## src/core/cc_channel_pkg.sv

```systemverilog
// Package for one capture/compare channel: register layouts and mode codes.
// Assumes a host-side register access port and a shared 16-bit counter.
package cc_channel_pkg;

  // ****************************************
  // Register selectors on the access port
  // ****************************************
  localparam logic [2:0] SEL_MODE = 3'h0;
  localparam logic [2:0] SEL_PWMCFG = 3'h1;
  localparam logic [2:0] SEL_CMP_LO = 3'h2;
  localparam logic [2:0] SEL_CMP_HI = 3'h3;
  localparam logic [2:0] SEL_FLAG = 3'h4;

  // ****************************************
  // Mode register fields
  // ****************************************
  localparam int MODE_WIDE = 7;
  localparam int MODE_CMP_EN = 6;
  localparam int MODE_RISE = 5;
  localparam int MODE_FALL = 4;
  localparam int MODE_MATCH = 3;
  localparam int MODE_TOGGLE = 2;
  localparam int MODE_MOD = 1;
  localparam int MODE_IRQ = 0;

  // ****************************************
  // Shared PWM configuration fields
  // ****************************************
  localparam int PCFG_RELOAD_SEL = 7;
  localparam int PCFG_OVF_IRQ = 5;
  localparam int PCFG_LEN_HI = 1;
  localparam int PCFG_LEN_LO = 0;
  localparam logic [7:0] PCFG_RW_MASK = 8'ha3;

  localparam logic [7:0] MODE_RESET = 8'h00;
  localparam logic [7:0] PCFG_RESET = 8'h00;
  localparam logic [15:0] CMP_RESET = 16'h0000;
  localparam logic [1:0] LEN_8BIT = 2'h0;
  localparam logic [8:0] FREQ_ZERO_HALF = 9'h100;

  typedef enum logic [2:0] {
    M_IDLE = 3'b000,
    M_CAPTURE = 3'b001,
    M_TIMER = 3'b010,
    M_HSO = 3'b011,
    M_FREQ = 3'b100,
    M_PWM_N = 3'b101,
    M_PWM16 = 3'b110
  } mode_t;

  typedef struct packed {
    logic wr;
    logic rd;
    logic [2:0] sel;
    logic [7:0] wdata;
  } reg_req_t;

  typedef struct packed {
    logic [15:0] value;
    logic [15:0] prev;
  } counter_t;

endpackage : cc_channel_pkg

```

## src/core/capture_compare_channel.sv

```systemverilog
// One capture/compare channel of a counter array with its shared PWM config.
// Assumes the counter is supplied each clock with its previous value and the
// register port is a simple one-cycle strobe interface from the processor.
`timescale 1ns/1ns
module capture_compare_channel (
  // Clock and reset
  input wire logic clk,
  input wire logic nrst,
  // Register port
  input wire cc_channel_pkg::reg_req_t req,
  output logic [7:0] rdata,
  // Shared counter
  input wire cc_channel_pkg::counter_t cnt,
  // Channel pin
  input wire logic pin_in,
  output logic pin_out,
  output logic pin_oe_n,
  output logic pin_level,
  // Events
  output logic event_flag,
  output logic overflow_flag,
  output logic irq
);

  // ****************************************
  // Helpers
  // ****************************************
  function automatic logic [15:0] low_mask(input logic [1:0] cl);
    low_mask = 16'h00ff;
    case (cl)
      2'h1: low_mask = 16'h01ff;
      2'h2: low_mask = 16'h03ff;
      2'h3: low_mask = 16'h07ff;
      default: low_mask = 16'h00ff;
    endcase
  endfunction : low_mask

  function automatic logic is_match(input logic [15:0] a, input logic [15:0] b, input logic [15:0] m);
    is_match = ((a ^ b) & m) == 16'h0000;
  endfunction : is_match

  // ****************************************
  // Registers
  // ****************************************
  logic [7:0] mode_q;
  logic [7:0] pcfg_q;
  logic [15:0] cmp_q;
  logic [15:0] reload_q;
  logic flag_q;
  logic ovf_q;
  logic out_q;
  logic sync1_q, sync2_q, sync3_q;
  logic [7:0] rdata_q;
  logic irq_q;

  cc_channel_pkg::mode_t mode;
  logic [15:0] nmask;
  logic narrow_ovf, wide_ovf, low_ovf;
  logic rise, fall, capture;
  logic cmp_en;
  logic pwm_match, full_match, freq_match;
  logic wr_lo, wr_hi;
  logic [8:0] half;

  assign cmp_en = mode_q[cc_channel_pkg::MODE_CMP_EN];
  // One length for every narrow PWM channel, held in the shared config
  assign nmask = low_mask(pcfg_q[cc_channel_pkg::PCFG_LEN_HI:cc_channel_pkg::PCFG_LEN_LO]);
  // Overflow seen as counter bits below N wrapping to zero
  assign narrow_ovf = ((cnt.value & nmask) == 16'h0000) && ((cnt.prev & nmask) == nmask);
  assign low_ovf = (cnt.value[7:0] == 8'h00) && (cnt.prev[7:0] == 8'hff);
  assign wide_ovf = (cnt.value == 16'h0000) && (cnt.prev == 16'hffff);
  assign full_match = is_match(cnt.value, cmp_q, 16'hffff) && (cnt.value != cnt.prev);
  assign pwm_match = is_match(cnt.value, cmp_q, nmask) && (cnt.value != cnt.prev);
  assign freq_match = (cnt.value[7:0] == cmp_q[7:0]) && (cnt.value != cnt.prev);
  // 0x00 counts as 256 counter clocks
  assign half = (cmp_q[15:8] == 8'h00) ? cc_channel_pkg::FREQ_ZERO_HALF : {1'b0, cmp_q[15:8]};

  // ****************************************
  // Mode decode
  // ****************************************
  always_comb begin
    mode = cc_channel_pkg::M_IDLE;
    if (mode_q[cc_channel_pkg::MODE_MOD]) begin
      if (mode_q[cc_channel_pkg::MODE_TOGGLE]) begin
        mode = cc_channel_pkg::M_FREQ;
      end else if (mode_q[cc_channel_pkg::MODE_WIDE]) begin
        mode = cc_channel_pkg::M_PWM16;
      end else begin
        mode = cc_channel_pkg::M_PWM_N;
      end
    end else if (mode_q[cc_channel_pkg::MODE_RISE] || mode_q[cc_channel_pkg::MODE_FALL]) begin
      mode = cc_channel_pkg::M_CAPTURE;
    end else if (mode_q[cc_channel_pkg::MODE_TOGGLE]) begin
      mode = cc_channel_pkg::M_HSO;
    end else if (mode_q[cc_channel_pkg::MODE_MATCH]) begin
      mode = cc_channel_pkg::M_TIMER;
    end
  end

  // ****************************************
  // Pin synchroniser and edge detect
  // ****************************************
  // Levels shorter than one clock may be missed
  always_ff @(posedge clk or negedge nrst) begin
    if (!nrst) begin
      sync1_q <= 1'b0;
      sync2_q <= 1'b0;
      sync3_q <= 1'b0;
    end else begin
      sync1_q <= pin_in;
      sync2_q <= sync1_q;
      sync3_q <= sync2_q;
    end
  end

  assign rise = sync2_q && !sync3_q;
  assign fall = !sync2_q && sync3_q;
  // At most one capture per clock, even with both edges enabled
  assign capture = (mode == cc_channel_pkg::M_CAPTURE) &&
                   ((rise && mode_q[cc_channel_pkg::MODE_RISE]) || (fall && mode_q[cc_channel_pkg::MODE_FALL]));

  assign wr_lo = req.wr && (req.sel == cc_channel_pkg::SEL_CMP_LO);
  assign wr_hi = req.wr && (req.sel == cc_channel_pkg::SEL_CMP_HI);

  // ****************************************
  // Mode and shared PWM config registers
  // ****************************************
  always_ff @(posedge clk or negedge nrst) begin
    if (!nrst) begin
      mode_q <= cc_channel_pkg::MODE_RESET;
    end else if (req.wr && req.sel == cc_channel_pkg::SEL_MODE) begin
      mode_q <= req.wdata;
    end else if (wr_lo && !pcfg_q[cc_channel_pkg::PCFG_RELOAD_SEL]) begin
      mode_q[cc_channel_pkg::MODE_CMP_EN] <= 1'b0;
    end else if (wr_hi && !pcfg_q[cc_channel_pkg::PCFG_RELOAD_SEL]) begin
      mode_q[cc_channel_pkg::MODE_CMP_EN] <= 1'b1;
    end
  end

  always_ff @(posedge clk or negedge nrst) begin
    if (!nrst) begin
      pcfg_q <= cc_channel_pkg::PCFG_RESET;
    end else if (req.wr && req.sel == cc_channel_pkg::SEL_PWMCFG) begin
      pcfg_q <= req.wdata & cc_channel_pkg::PCFG_RW_MASK;
    end
  end

  // ****************************************
  // Compare and reload registers
  // ****************************************
  // Reload select steers byte writes to the reload copy
  always_ff @(posedge clk or negedge nrst) begin
    if (!nrst) begin
      reload_q <= cc_channel_pkg::CMP_RESET;
    end else if (pcfg_q[cc_channel_pkg::PCFG_RELOAD_SEL]) begin
      if (wr_lo) begin
        reload_q[7:0] <= req.wdata;
      end else if (wr_hi) begin
        reload_q[15:8] <= req.wdata;
      end
    end
  end

  always_ff @(posedge clk or negedge nrst) begin
    if (!nrst) begin
      cmp_q <= cc_channel_pkg::CMP_RESET;
    end else if (wr_lo && !pcfg_q[cc_channel_pkg::PCFG_RELOAD_SEL]) begin
      cmp_q[7:0] <= req.wdata;
    end else if (wr_hi && !pcfg_q[cc_channel_pkg::PCFG_RELOAD_SEL]) begin
      cmp_q[15:8] <= req.wdata;
    end else if (capture) begin
      cmp_q <= cnt.value;
    end else if (mode == cc_channel_pkg::M_FREQ && cmp_en && freq_match) begin
      cmp_q[7:0] <= 8'((cmp_q[7:0] + half[7:0]));
    end else if (mode == cc_channel_pkg::M_PWM_N && low_ovf &&
                 pcfg_q[cc_channel_pkg::PCFG_LEN_HI:cc_channel_pkg::PCFG_LEN_LO] == cc_channel_pkg::LEN_8BIT) begin
      cmp_q[7:0] <= cmp_q[15:8];
    end else if (mode == cc_channel_pkg::M_PWM_N && narrow_ovf) begin
      cmp_q <= reload_q & nmask;
    end
  end

  // ****************************************
  // Channel output
  // ****************************************
  always_ff @(posedge clk or negedge nrst) begin
    if (!nrst) begin
      out_q <= 1'b0;
    end else begin
      case (mode)
        cc_channel_pkg::M_HSO: begin
          if (cmp_en && full_match) begin
            out_q <= !out_q;
          end
        end
        cc_channel_pkg::M_FREQ: begin
          if (cmp_en && freq_match) begin
            out_q <= !out_q;
          end
        end
        cc_channel_pkg::M_PWM_N: begin
          if (!cmp_en) begin
            out_q <= 1'b0;
          end else if (pwm_match) begin
            out_q <= 1'b1; // Match first: zero compare gives full duty
          end else if (narrow_ovf) begin
            out_q <= 1'b0;
          end
        end
        cc_channel_pkg::M_PWM16: begin
          if (!cmp_en) begin
            out_q <= 1'b0;
          end else if (full_match) begin
            out_q <= 1'b1; // Match first: zero compare gives full duty
          end else if (wide_ovf) begin
            out_q <= 1'b0;
          end
        end
        default: begin
          out_q <= out_q;
        end
      endcase
    end
  end

  // ****************************************
  // Event flags
  // ****************************************
  logic set_flag, clr_flag, set_ovf, clr_ovf;
  always_comb begin
    set_flag = capture;
    case (mode)
      cc_channel_pkg::M_TIMER, cc_channel_pkg::M_HSO, cc_channel_pkg::M_FREQ: begin
        set_flag = cmp_en && mode_q[cc_channel_pkg::MODE_MATCH] && full_match;
      end
      cc_channel_pkg::M_PWM_N: begin
        set_flag = cmp_en && mode_q[cc_channel_pkg::MODE_MATCH] && pwm_match;
      end
      cc_channel_pkg::M_PWM16: begin
        set_flag = cmp_en && mode_q[cc_channel_pkg::MODE_MATCH] && full_match;
      end
      default: begin
        set_flag = capture;
      end
    endcase
  end

  assign clr_flag = req.wr && req.sel == cc_channel_pkg::SEL_FLAG && !req.wdata[0];
  assign clr_ovf = req.wr && req.sel == cc_channel_pkg::SEL_PWMCFG && !req.wdata[6];
  assign set_ovf = narrow_ovf;

  // Set beats a clear in the same cycle
  always_ff @(posedge clk or negedge nrst) begin
    if (!nrst) begin
      flag_q <= 1'b0;
      ovf_q <= 1'b0;
    end else begin
      flag_q <= set_flag || (flag_q && !clr_flag);
      ovf_q <= set_ovf || (ovf_q && !clr_ovf);
    end
  end

  // ****************************************
  // Read data, interrupt and pin outputs
  // ****************************************
  always_ff @(posedge clk or negedge nrst) begin
    if (!nrst) begin
      rdata_q <= 8'h00;
    end else if (req.rd) begin
      case (req.sel)
        cc_channel_pkg::SEL_MODE: rdata_q <= mode_q;
        cc_channel_pkg::SEL_PWMCFG: rdata_q <= pcfg_q | {1'b0, ovf_q, 6'h00};
        cc_channel_pkg::SEL_CMP_LO: rdata_q <= pcfg_q[cc_channel_pkg::PCFG_RELOAD_SEL] ? reload_q[7:0] : cmp_q[7:0];
        cc_channel_pkg::SEL_CMP_HI: rdata_q <= pcfg_q[cc_channel_pkg::PCFG_RELOAD_SEL] ? reload_q[15:8] : cmp_q[15:8];
        cc_channel_pkg::SEL_FLAG: rdata_q <= {7'h00, flag_q};
        default: rdata_q <= 8'h00;
      endcase
    end
  end

  always_ff @(posedge clk or negedge nrst) begin
    if (!nrst) begin
      irq_q <= 1'b0;
    end else begin
      irq_q <= (flag_q && mode_q[cc_channel_pkg::MODE_IRQ]) ||
               (ovf_q && pcfg_q[cc_channel_pkg::PCFG_OVF_IRQ]);
    end
  end

  logic oe_n_q;
  always_ff @(posedge clk or negedge nrst) begin
    if (!nrst) begin
      oe_n_q <= 1'b1;
    end else begin
      oe_n_q <= (mode == cc_channel_pkg::M_CAPTURE) || (mode == cc_channel_pkg::M_IDLE) ||
                (mode == cc_channel_pkg::M_TIMER);
    end
  end

  assign rdata = rdata_q;
  assign pin_out = out_q;
  assign pin_oe_n = oe_n_q;
  assign pin_level = sync2_q;
  assign event_flag = flag_q;
  assign overflow_flag = ovf_q;
  assign irq = irq_q;

endmodule : capture_compare_channel

```

## config.mk

```make
export PLATFORM = sky130hd
export DESIGN_NAME = capture_compare_channel
export DESIGN_NICKNAME = d
export VERILOG_FILES = /design/src/core/cc_channel_pkg.sv /design/src/core/capture_compare_channel.sv
export SDC_FILE = /design/constraint.sdc
export NUM_CORES = 1
export LEC_CHECK = 0
export ABC_AREA = 1
export BUFFER_PORTS_ARGS = -buffer_cell sky130_fd_sc_hd__buf_2
export CAP_MARGIN = 20
export CORE_MARGIN = 5
export CORE_UTILIZATION = 25
export DETAILED_ROUTE_END_ITERATION = 12
export PLACE_DENSITY = 0.42
export SYNTH_ARGS = -nofsm -noshare
export SYNTH_HDL_FRONTEND = slang
export SYNTH_SLANG_ARGS = --single-unit
export TNS_END_PERCENT = 5
```

## constraint.sdc

```tcl
create_clock -name clk -period 3 [get_ports clk]
set_clock_uncertainty 0.2 [all_clocks]
set_input_delay 0 -clock clk [delete_from_list [all_inputs] [get_ports clk]]
set_output_delay 0 -clock clk [all_outputs]
set_load 0.02 [all_outputs]
```

==> summary by stage, run 1 <==
Min path
For hold timing, the worst endpoint is cmp_q[13]. The worst hold path begins at cnt[29]. The hold-critical path depth is 5.

The kind of path behind the tightest hold check is input port to register.

Global route
In the global route stage, overall resource usage came out at 0.166. The number of antenna violations at the first check in global routing is 0. The remaining global-route overflow is 0.

The first global-routing pass estimated between 20,000 and 30,000 um of wire. The number of global-route vias before repair is between 4,000 and 5,000. The maximum number of pins on one net before global-route repair is 34.

Routing
After the first detailed-routing iteration, the DRC count stood at 409. The number of optimization iterations in the first detailed-route pass is 7. The detail route stage leaves a number of antenna-violating nets equal to 0. For this run, design rule violations remaining after detail routing come to 0. The total via count after detailed routing is 4,792. The wire length per cell is 17.6 um.

The vias per cell is between 4 and 5. Summed over all layers, the routed wires come to 17,600 um.

Synthesis
Synthesis produced a netlist whose cell count is around 700. The number of nets in the synthesized netlist is between 700 and 800. After synthesis, the netlist uses 52 different library cells. Counting flops with an async set or reset pin after synthesis yields a share of 1.00. The part of the Yosys area used for sequential elements is 0.321.

After synthesis, the mean cell area works out to between 6 and 7 sq um. The cell area that synthesis handed to floorplanning was between 0.004 and 0.005 sq mm. Yosys printed 0 warnings.

The count of state elements after synthesis is 60. In this run, synthesis inferred 0 flip-flops with an integrated enable. The most used flip-flop cell after synthesis is sky130_fd_sc_hd__dfrtp_1.

Pwr
The total power is approximately 3.5 mW. The worst-case IR drop observed on VDD is about 0.32 mV. The cell leakage power is roughly 2.9 nW.

For this design the ratio of total power to cell area is a little over 600 mW/mm^2.

STA
The number of pins with negative max-slew slack in the final report is 0. The worst hold-check slack is 5.56 ps. The achievable frequency is 358 MHz.

Setup total negative slack on the finished layout was measured at 0 ps. Setup repair after global routing left no endpoint under its margin. Across all setup checks in the final design, the least slack found is around 200 ps.

The smallest clock period supported by the final layout is computed as roughly 2800 ps. The final setup violation count is 0. The relative slew slack is 0.454. The share of the cycle needed by the critical path after routing is 0.932. The hold violation total from the final report was 0. For the pin with the worst max-slew slack, the measured transition is ~820 ps.

Floorplan
For this configuration, the core starts out at a cell density of 0.252. In this run the horizontal extent of the chip is approximately 150 um. In this run the count of I/O pins placed on the die edge is 62.

The die span in y is 147 um. The floorplan step defined a core boundary enclosing between 0.015 and 0.02 sq mm. The die area is 0.0216 sq mm. The total number of placement rows is 50.

Place
The HPWL after detailed placement is between 10,000 and 15,000 um. The global placer's final weighted congestion is between 0.8 and 0.9. The placed cell count is between 900 and 1,000.

Summing all placed instances gives a cell area of 0.00521 sq mm. OpenSTA, run right after detailed placement, puts the worst setup slack at 694 ps. The number of port buffers is 61.

Setup path
The category of the critical setup timing path is register to register. Data arrives at the worst endpoint at 2880 ps. The origin of the worst setup path is cmp_q[8]. The worst setup path is launched from a register.

The register-to-register setup slack is between 200 and 250 ps. The sort of element at the end of the critical path is a register. The worst register-to-register path has a depth of 15. Of all nets on the critical path, the largest fanout is 4. The endpoint identified for the worst register-to-register timing path is cmp_q[6]. The worst register-to-register path begins at cmp_q[8].

STA puts the critical path data required time at just over 3000 ps.

Cells and area
The fraction of layout instances using a drive strength above 1 is 0.192. After routing the design area is between 0.005 and 0.006 sq mm. The net count of the finished layout is 824. The number of inserted diodes is 0. The multi-input combinational cells in the finished layout cover a total of approximately 0.0027 sq mm. In the layout the commonest cells are sky130_fd_sc_hd__nand2_1 (209), sky130_fd_sc_hd__inv_1 (81), sky130_fd_sc_hd__o21ai_0 (66). Registers take 0.00150 sq mm. The most frequent standard cell in the layout excluding fill and tap cells is sky130_fd_sc_hd__nand2_1. The filler cells instantiated in the layout total ~2,000. The core occupancy in the finished layout is 0.312. The layout-stage area growth over the synthesis result is 23.7%. The final instance count without filler cells is between 1,000 and 1,500.

Clock tree
The clock input transition at the sequential cells of the worst setup and hold paths is around 60 ps. The TritonCTS clock tree is built. The number of post-CTS setup repair buffers is 0. The clock net sink count is 60. The CTS root buffer is sky130_fd_sc_hd__clkbuf_16. The number of buffers added by the clock tree synthesis step is 9. The buffer depth of the longest clock path is 2. The worst-skew pair later-pin latency is ~340 ps.

The H-tree generated during clock tree synthesis spans 3 levels.

Job
Across the run, the number of max-cap violations was 0.

Status
The flow ran to the end, and the final reports show no timing, DRC or antenna violations.
state kept, by name (all words and copies together) (netlist names), 4 cells and up:
| register | flops |
|---|---|
| cmp_q | 16 |
| pcfg_q | 4 |
| reload_q | 16 |
| mode_q | 8 |
| rdata | 8 |
cell type report:
cell class | count | share of cell area
multi-input cells | 500 | 0.461
inverters | 96 | 0.0631
repair buffers | 101 | 0.118
clock inverters | 2 | 0.00648
flip-flops and latches | 60 | 0.260
well taps | 234 | 0.0506
clock buffers | 11 | 0.0419
cell usage after synthesis, types with 4 or more instances:
cell	instances	share of area
sky130_fd_sc_hd__a21oi_1	24	0.026
sky130_fd_sc_hd__a22oi_1	4	0.0064
sky130_fd_sc_hd__clkbuf_1	16	0.013
sky130_fd_sc_hd__dfrtp_1	59	0.32
sky130_fd_sc_hd__ha_1	7	0.019
sky130_fd_sc_hd__inv_1	81	0.065
sky130_fd_sc_hd__inv_2	13	0.010
sky130_fd_sc_hd__mux2_2	5	0.012
sky130_fd_sc_hd__nand2_1	209	0.17
sky130_fd_sc_hd__nand2_2	5	0.0067
sky130_fd_sc_hd__nand3_1	25	0.027
sky130_fd_sc_hd__nand3_2	8	0.017
sky130_fd_sc_hd__nand4_1	16	0.021
sky130_fd_sc_hd__nor2_1	46	0.037
sky130_fd_sc_hd__nor3_1	13	0.014
sky130_fd_sc_hd__o211ai_1	6	0.0096
sky130_fd_sc_hd__o21ai_0	66	0.071
sky130_fd_sc_hd__o21ai_2	8	0.015
sky130_fd_sc_hd__o22ai_1	5	0.0067
sky130_fd_sc_hd__xnor2_1	4	0.0075
sky130_fd_sc_hd__xor2_1	11	0.021
where the power goes:
| group | internal [mW] | switching (mW) |
|---|---|---|
| registers | 1.00 | 0.248 |
| clock network | 0.652 | 0.381 |
| logic | 0.472 | 0.782 |
routing by layer:
layer  routed length, um  global-route usage  part of all wire  vias to the layer above
met5                   0                   0                 0                        -
met4                 445              0.0602             0.025                        0
met2                8130               0.263              0.46                      105
met1                8350               0.228              0.47                     2274
met3                 701              0.0299             0.040                       26
li1                    -                   -                 -                     2387
what timing repair did:
action,in CTS,in global routing
setup endpoints to repair,0,1
hold buffers,30,0
gates resized for setup,0,1
endpoints found under the hold margin,86,0
cell families (layout without fill, tap and decap cells):
kind of cell,count (synthesis),count (layout),synth area share
AOI/OAI and AO/OA,131,131,0.167
xor gates and xnor gates,15,15,0.0281
adders and majority gates,8,8,0.0230
buffers and inverters,120,210,0.109
DFF,60,60,0.321
muxes,5,5,0.0120
and+or+nand+nor,341,341,0.340
worst max-delay path, stage by stage, from the launching register on:
cell,delay [ps]
sky130_fd_sc_hd__dfrtp_2,440
sky130_fd_sc_hd__ha_1,230
sky130_fd_sc_hd__inv_1,70
sky130_fd_sc_hd__fa_1,430
sky130_fd_sc_hd__inv_1,100
sky130_fd_sc_hd__nand4_1,120
sky130_fd_sc_hd__nand3_1,90
sky130_fd_sc_hd__nand2_1,50
sky130_fd_sc_hd__nand2_1,50
sky130_fd_sc_hd__nand4_1,110
sky130_fd_sc_hd__nand2_1,100
sky130_fd_sc_hd__nand2_1,50
sky130_fd_sc_hd__nand2_1,60
sky130_fd_sc_hd__nand2_1,50
sky130_fd_sc_hd__nand3_1,60
sky130_fd_sc_hd__dlygate4sd3_1,540
worst max-delay path by stage:
stage / endpoint / cells past startpoint / slack [ps]
after detailed placement: cmp_q[6] / 14 / 690
final: cmp_q[6] / 15 / 200
after floorplan: cmp_q[6] / 15 / 940
after CTS: cmp_q[6] / 15 / 150
after global routing: cmp_q[6] / 16 / 40
after global placement: cmp_q[6] / 14 / 670
No activity file was read; power rests on OpenSTA's default activity.
==> inputs of run 2 (changes only) <==
--- a/config.mk
+++ b/config.mk
@@ -12,6 +12,7 @@
 export CORE_UTILIZATION = 25
 export DETAILED_ROUTE_END_ITERATION = 12
 export PLACE_DENSITY = 0.42
+export RECOVER_POWER = 25
 export SYNTH_ARGS = -nofsm -noshare
 export SYNTH_HDL_FRONTEND = slang
 export SYNTH_SLANG_ARGS = --single-unit
==> run 2 against run 1 <==
  * The run now ends with max-capacitance violations, max-slew violations left
  * Combinational power hardly changed
  * Worst setup slack is essentially flat
  * Register-to-register slack about the same
  * Via count barely moved
  * Non-clock buffer count unchanged
  * Global-route usage unchanged
  * Fmax about the same
  * Critical path depth is the same
  * Clock power about the same
  * Routed wire length about the same
  * Worst hold slack improved by 0.61 ps
  * Power shrank 0.28%
  * Critical endpoint unchanged
  * Largest cell class unchanged
==> summary by stage, run 2 (synthesis gave the netlist of run 1 again) <==
Status
The flow ran to the end, but the final reports show violations. The final reports fail on max-capacitance violations, max-slew violations.

Clock tree
Clock-pin slew was measured on the worst setup and hold paths at 60 ps. The tree is rooted in a sky130_fd_sc_hd__clkbuf_16. The CTS H-tree depth is 3.

For the worst-skew pair, the clock arrives at the later sink with an insertion delay of 340 ps. TritonCTS built the clock tree. The number of buffers added by the clock tree synthesis step is 9. The clock net sink count is 60. Post-CTS timing repair inserted 0 buffers for setup. The buffer depth of the longest clock path is 2.

Setup path
The sort of element at the end of the critical path is a register. The endpoint of the lowest-slack register-to-register path is cmp_q[6]. Among the stages of the critical path, the cell type that occurs most often is sky130_fd_sc_hd__nand2_1. The worst register-to-register path has a depth of 15. The critical path's largest stage delay is ~540 ps. Among all stages on the critical path, the largest delay is contributed by sky130_fd_sc_hd__dlygate4sd3_1. STA classifies the critical path startpoint as a register. The number of buffer and inverter stages on the critical path is 3. STA puts the critical path data required time at about 3100 ps. The source of the worst register-to-register timing path is cmp_q[8]. The register-to-register setup slack is approximately 200 ps.

The category of the critical setup timing path is register to register. The critical path goes through ha_1, inv_1, fa_1, inv_1, nand4_1, nand3_1, nand2_1, nand2_1, nand4_1, nand2_1, nand2_1, nand2_1, nand2_1, nand3_1, dlygate4sd3_1. The arrival time of the worst setup path is approximately 2900 ps. On the critical path the largest part of the delay comes from simple AND/OR/NAND/NOR gates. In this run the worst path has a maximum fanout of 4.

Place
The HPWL reported at the end of detailed placement is 13,700 um. The number of port buffers is 61. The global placer's final weighted congestion is between 0.8 and 0.9.

Floorplan
The die span in y is around 150 um. The effective utilization at floorplan is 0.252. The area inside the core boundary is 0.0186 sq mm. In this run the core area contains 50 standard-cell rows. The die area is roughly 0.022 sq mm. In this run the count of I/O pins placed on the die edge is slightly above 60. The die extent in x is roughly 150 um.

STA
The final setup violation count is 0. Subtracting the final worst setup slack from the clock period gives roughly 2800 ps. Measured against its own limit, the worst slew margin works out to -0.332. Setup repair after global routing left no endpoint under its margin. For the pin with the worst max-slew slack, the measured transition is 2000 ps. In the finished design, the share of the clock period the worst path needs comes to 0.932. The hold violation total from the final report is 0. After routing, the total negative slack on setup checks comes to 0 ps. The achievable frequency is roughly 360 MHz. The number of pins with negative max-slew slack in the final report is 34.

Cells and area
Leaving out fill and tap cells, the most frequent cell in the layout is sky130_fd_sc_hd__nand2_1. The number of inserted diodes is 0. At the end of the flow, the number of nets in the layout was 824. Leaving out fill and tap cells, the most frequent cells in the layout are sky130_fd_sc_hd__nand2_1 (209), sky130_fd_sc_hd__inv_1 (81), sky130_fd_sc_hd__o21ai_0 (66). The layout-stage area growth over the synthesis result is 23.3%. Of the cells placed in the final design, the portion with a size suffix greater than 1 is 0.174. The largest registers in the layout are cmp_q x16, reload_q x16.

Global route
The global routing usage summed across all routing layers is 0.166. After global routing the overflow that remains totals 0. The number of antenna violations at the first check in global routing is 0. The maximum number of pins on one net before global-route repair is 34. The number of global-route vias before repair is 4,758. The first-pass GRT wire length is roughly 28,000 um.

Routing
The detailed router's first-iteration violation count is 410. After detailed routing, the average wire length per cell comes to roughly 18 um. The post-detailed-route DRC marker count is 0. Using the TritonRoute via totals, the vias-per-cell ratio works out to 4.78. The first detailed-routing pass ran for 5 iterations. The routed layout has ~4,800 vias. Once detail routing completed, the nets flagged for antenna violations numbered 0. The wire length after detailed routing is approximately 18,000 um.

Pwr
The internal portion of the total power is between 2 and 2.5 mW. Of the total power, registers draw 0.355. Of the total power, the share spent switching nets is 0.400. In this run the power spent charging and discharging nets is ~1.4 mW. The design draws 3.53 mW. In this run the power density over the cells is just over 600 mW/mm^2. The peak supply drop is ~0.32 mV. The combinational group share of total power is 0.353. Of the total power, the clock network draws 0.292.

The analysis attributes to cell leakage a power of about 2.8 nW.

Min path
The worst hold path passes through 5 cells. The launch instance of the worst min-delay path is cnt[29]. The path class of the tightest hold or removal check is input port to register. The capture endpoint of the worst hold path is cmp_q[13].

Job
The tool flagged a number of max-cap violations equal to 1.
[run 2: worst max path at each step]
| stage | start | to | slack, ps | cells after the start |
|---|---|---|---|---|
| after CTS | cmp_q[8] | cmp_q[6] | 150 | 15 |
| final | cmp_q[8] | cmp_q[6] | 200 | 15 |
| after detailed placement | cmp_q[8] | cmp_q[6] | 690 | 14 |
| after global placement | cmp_q[8] | cmp_q[6] | 670 | 14 |
| after global routing | cnt[23] | cmp_q[6] | 40 | 16 |
| after floorplan | cmp_q[8] | cmp_q[6] | 940 | 15 |
[run 2: worst reg2reg max path, stage by stage (launching register included)]
cell                            delay (ps)
sky130_fd_sc_hd__dfrtp_2               440
sky130_fd_sc_hd__ha_1                  230
sky130_fd_sc_hd__inv_1                  70
sky130_fd_sc_hd__fa_1                  430
sky130_fd_sc_hd__inv_1                 100
sky130_fd_sc_hd__nand4_1               120
sky130_fd_sc_hd__nand3_1                90
sky130_fd_sc_hd__nand2_1                50
sky130_fd_sc_hd__nand2_1                50
sky130_fd_sc_hd__nand4_1               110
sky130_fd_sc_hd__nand2_1               100
sky130_fd_sc_hd__nand2_1                50
sky130_fd_sc_hd__nand2_1                60
sky130_fd_sc_hd__nand2_1                50
sky130_fd_sc_hd__nand3_1                60
sky130_fd_sc_hd__dlygate4sd3_1         540
[run 2: layout make-up]
class	instances	area, sq um
Multi-Input combinational cell	500	2670
Clock inverter	2	37.5
Tap cell	234	293
Sequential cell	60	1500
Inverter	96	365
Clock buffer	11	243
Timing Repair Buffer	101	663
Fill cell	2041	12800
[run 2: per-layer routing]
layer  wire length [um]  track usage
met2               8170        0.263
met4                454       0.0602
met5                  0            0
met1               8220        0.228
met3                765       0.0299
[run 2: repair_timing]
item | in CTS | in global routing
resized for setup | 0 | 1
hold buffers | 30 | 0
endpoints found under the hold margin | 86 | 0
setup endpoints to repair | 0 | 1
[run 2: through the flow]
stage	hold WS (ps)	area (sq um)	cells	util	worst slack, ps
floorplan	-496	4680	680	-	938
detailed placement	-90.2	5210	961	0.280	694
finish	6.17	5770	1004	0.311	204
global placement	-90.0	5210	961	0.280	675
global route	51.3	5770	1004	0.311	38.5
CTS	5.56	5790	1004	0.312	155
[run 2: power by group through the flow]
stage | clock, mW | sequential, mW | combinational (mW)
detailed placement | 0 | 1.26 | 1.21
finish | 1.03 | 1.25 | 1.25
global placement | 0 | 1.27 | 1.22
global route | 1.08 | 1.28 | 1.40
floorplan | 0 | 1.20 | 0.830
CTS | 1.05 | 1.25 | 1.25
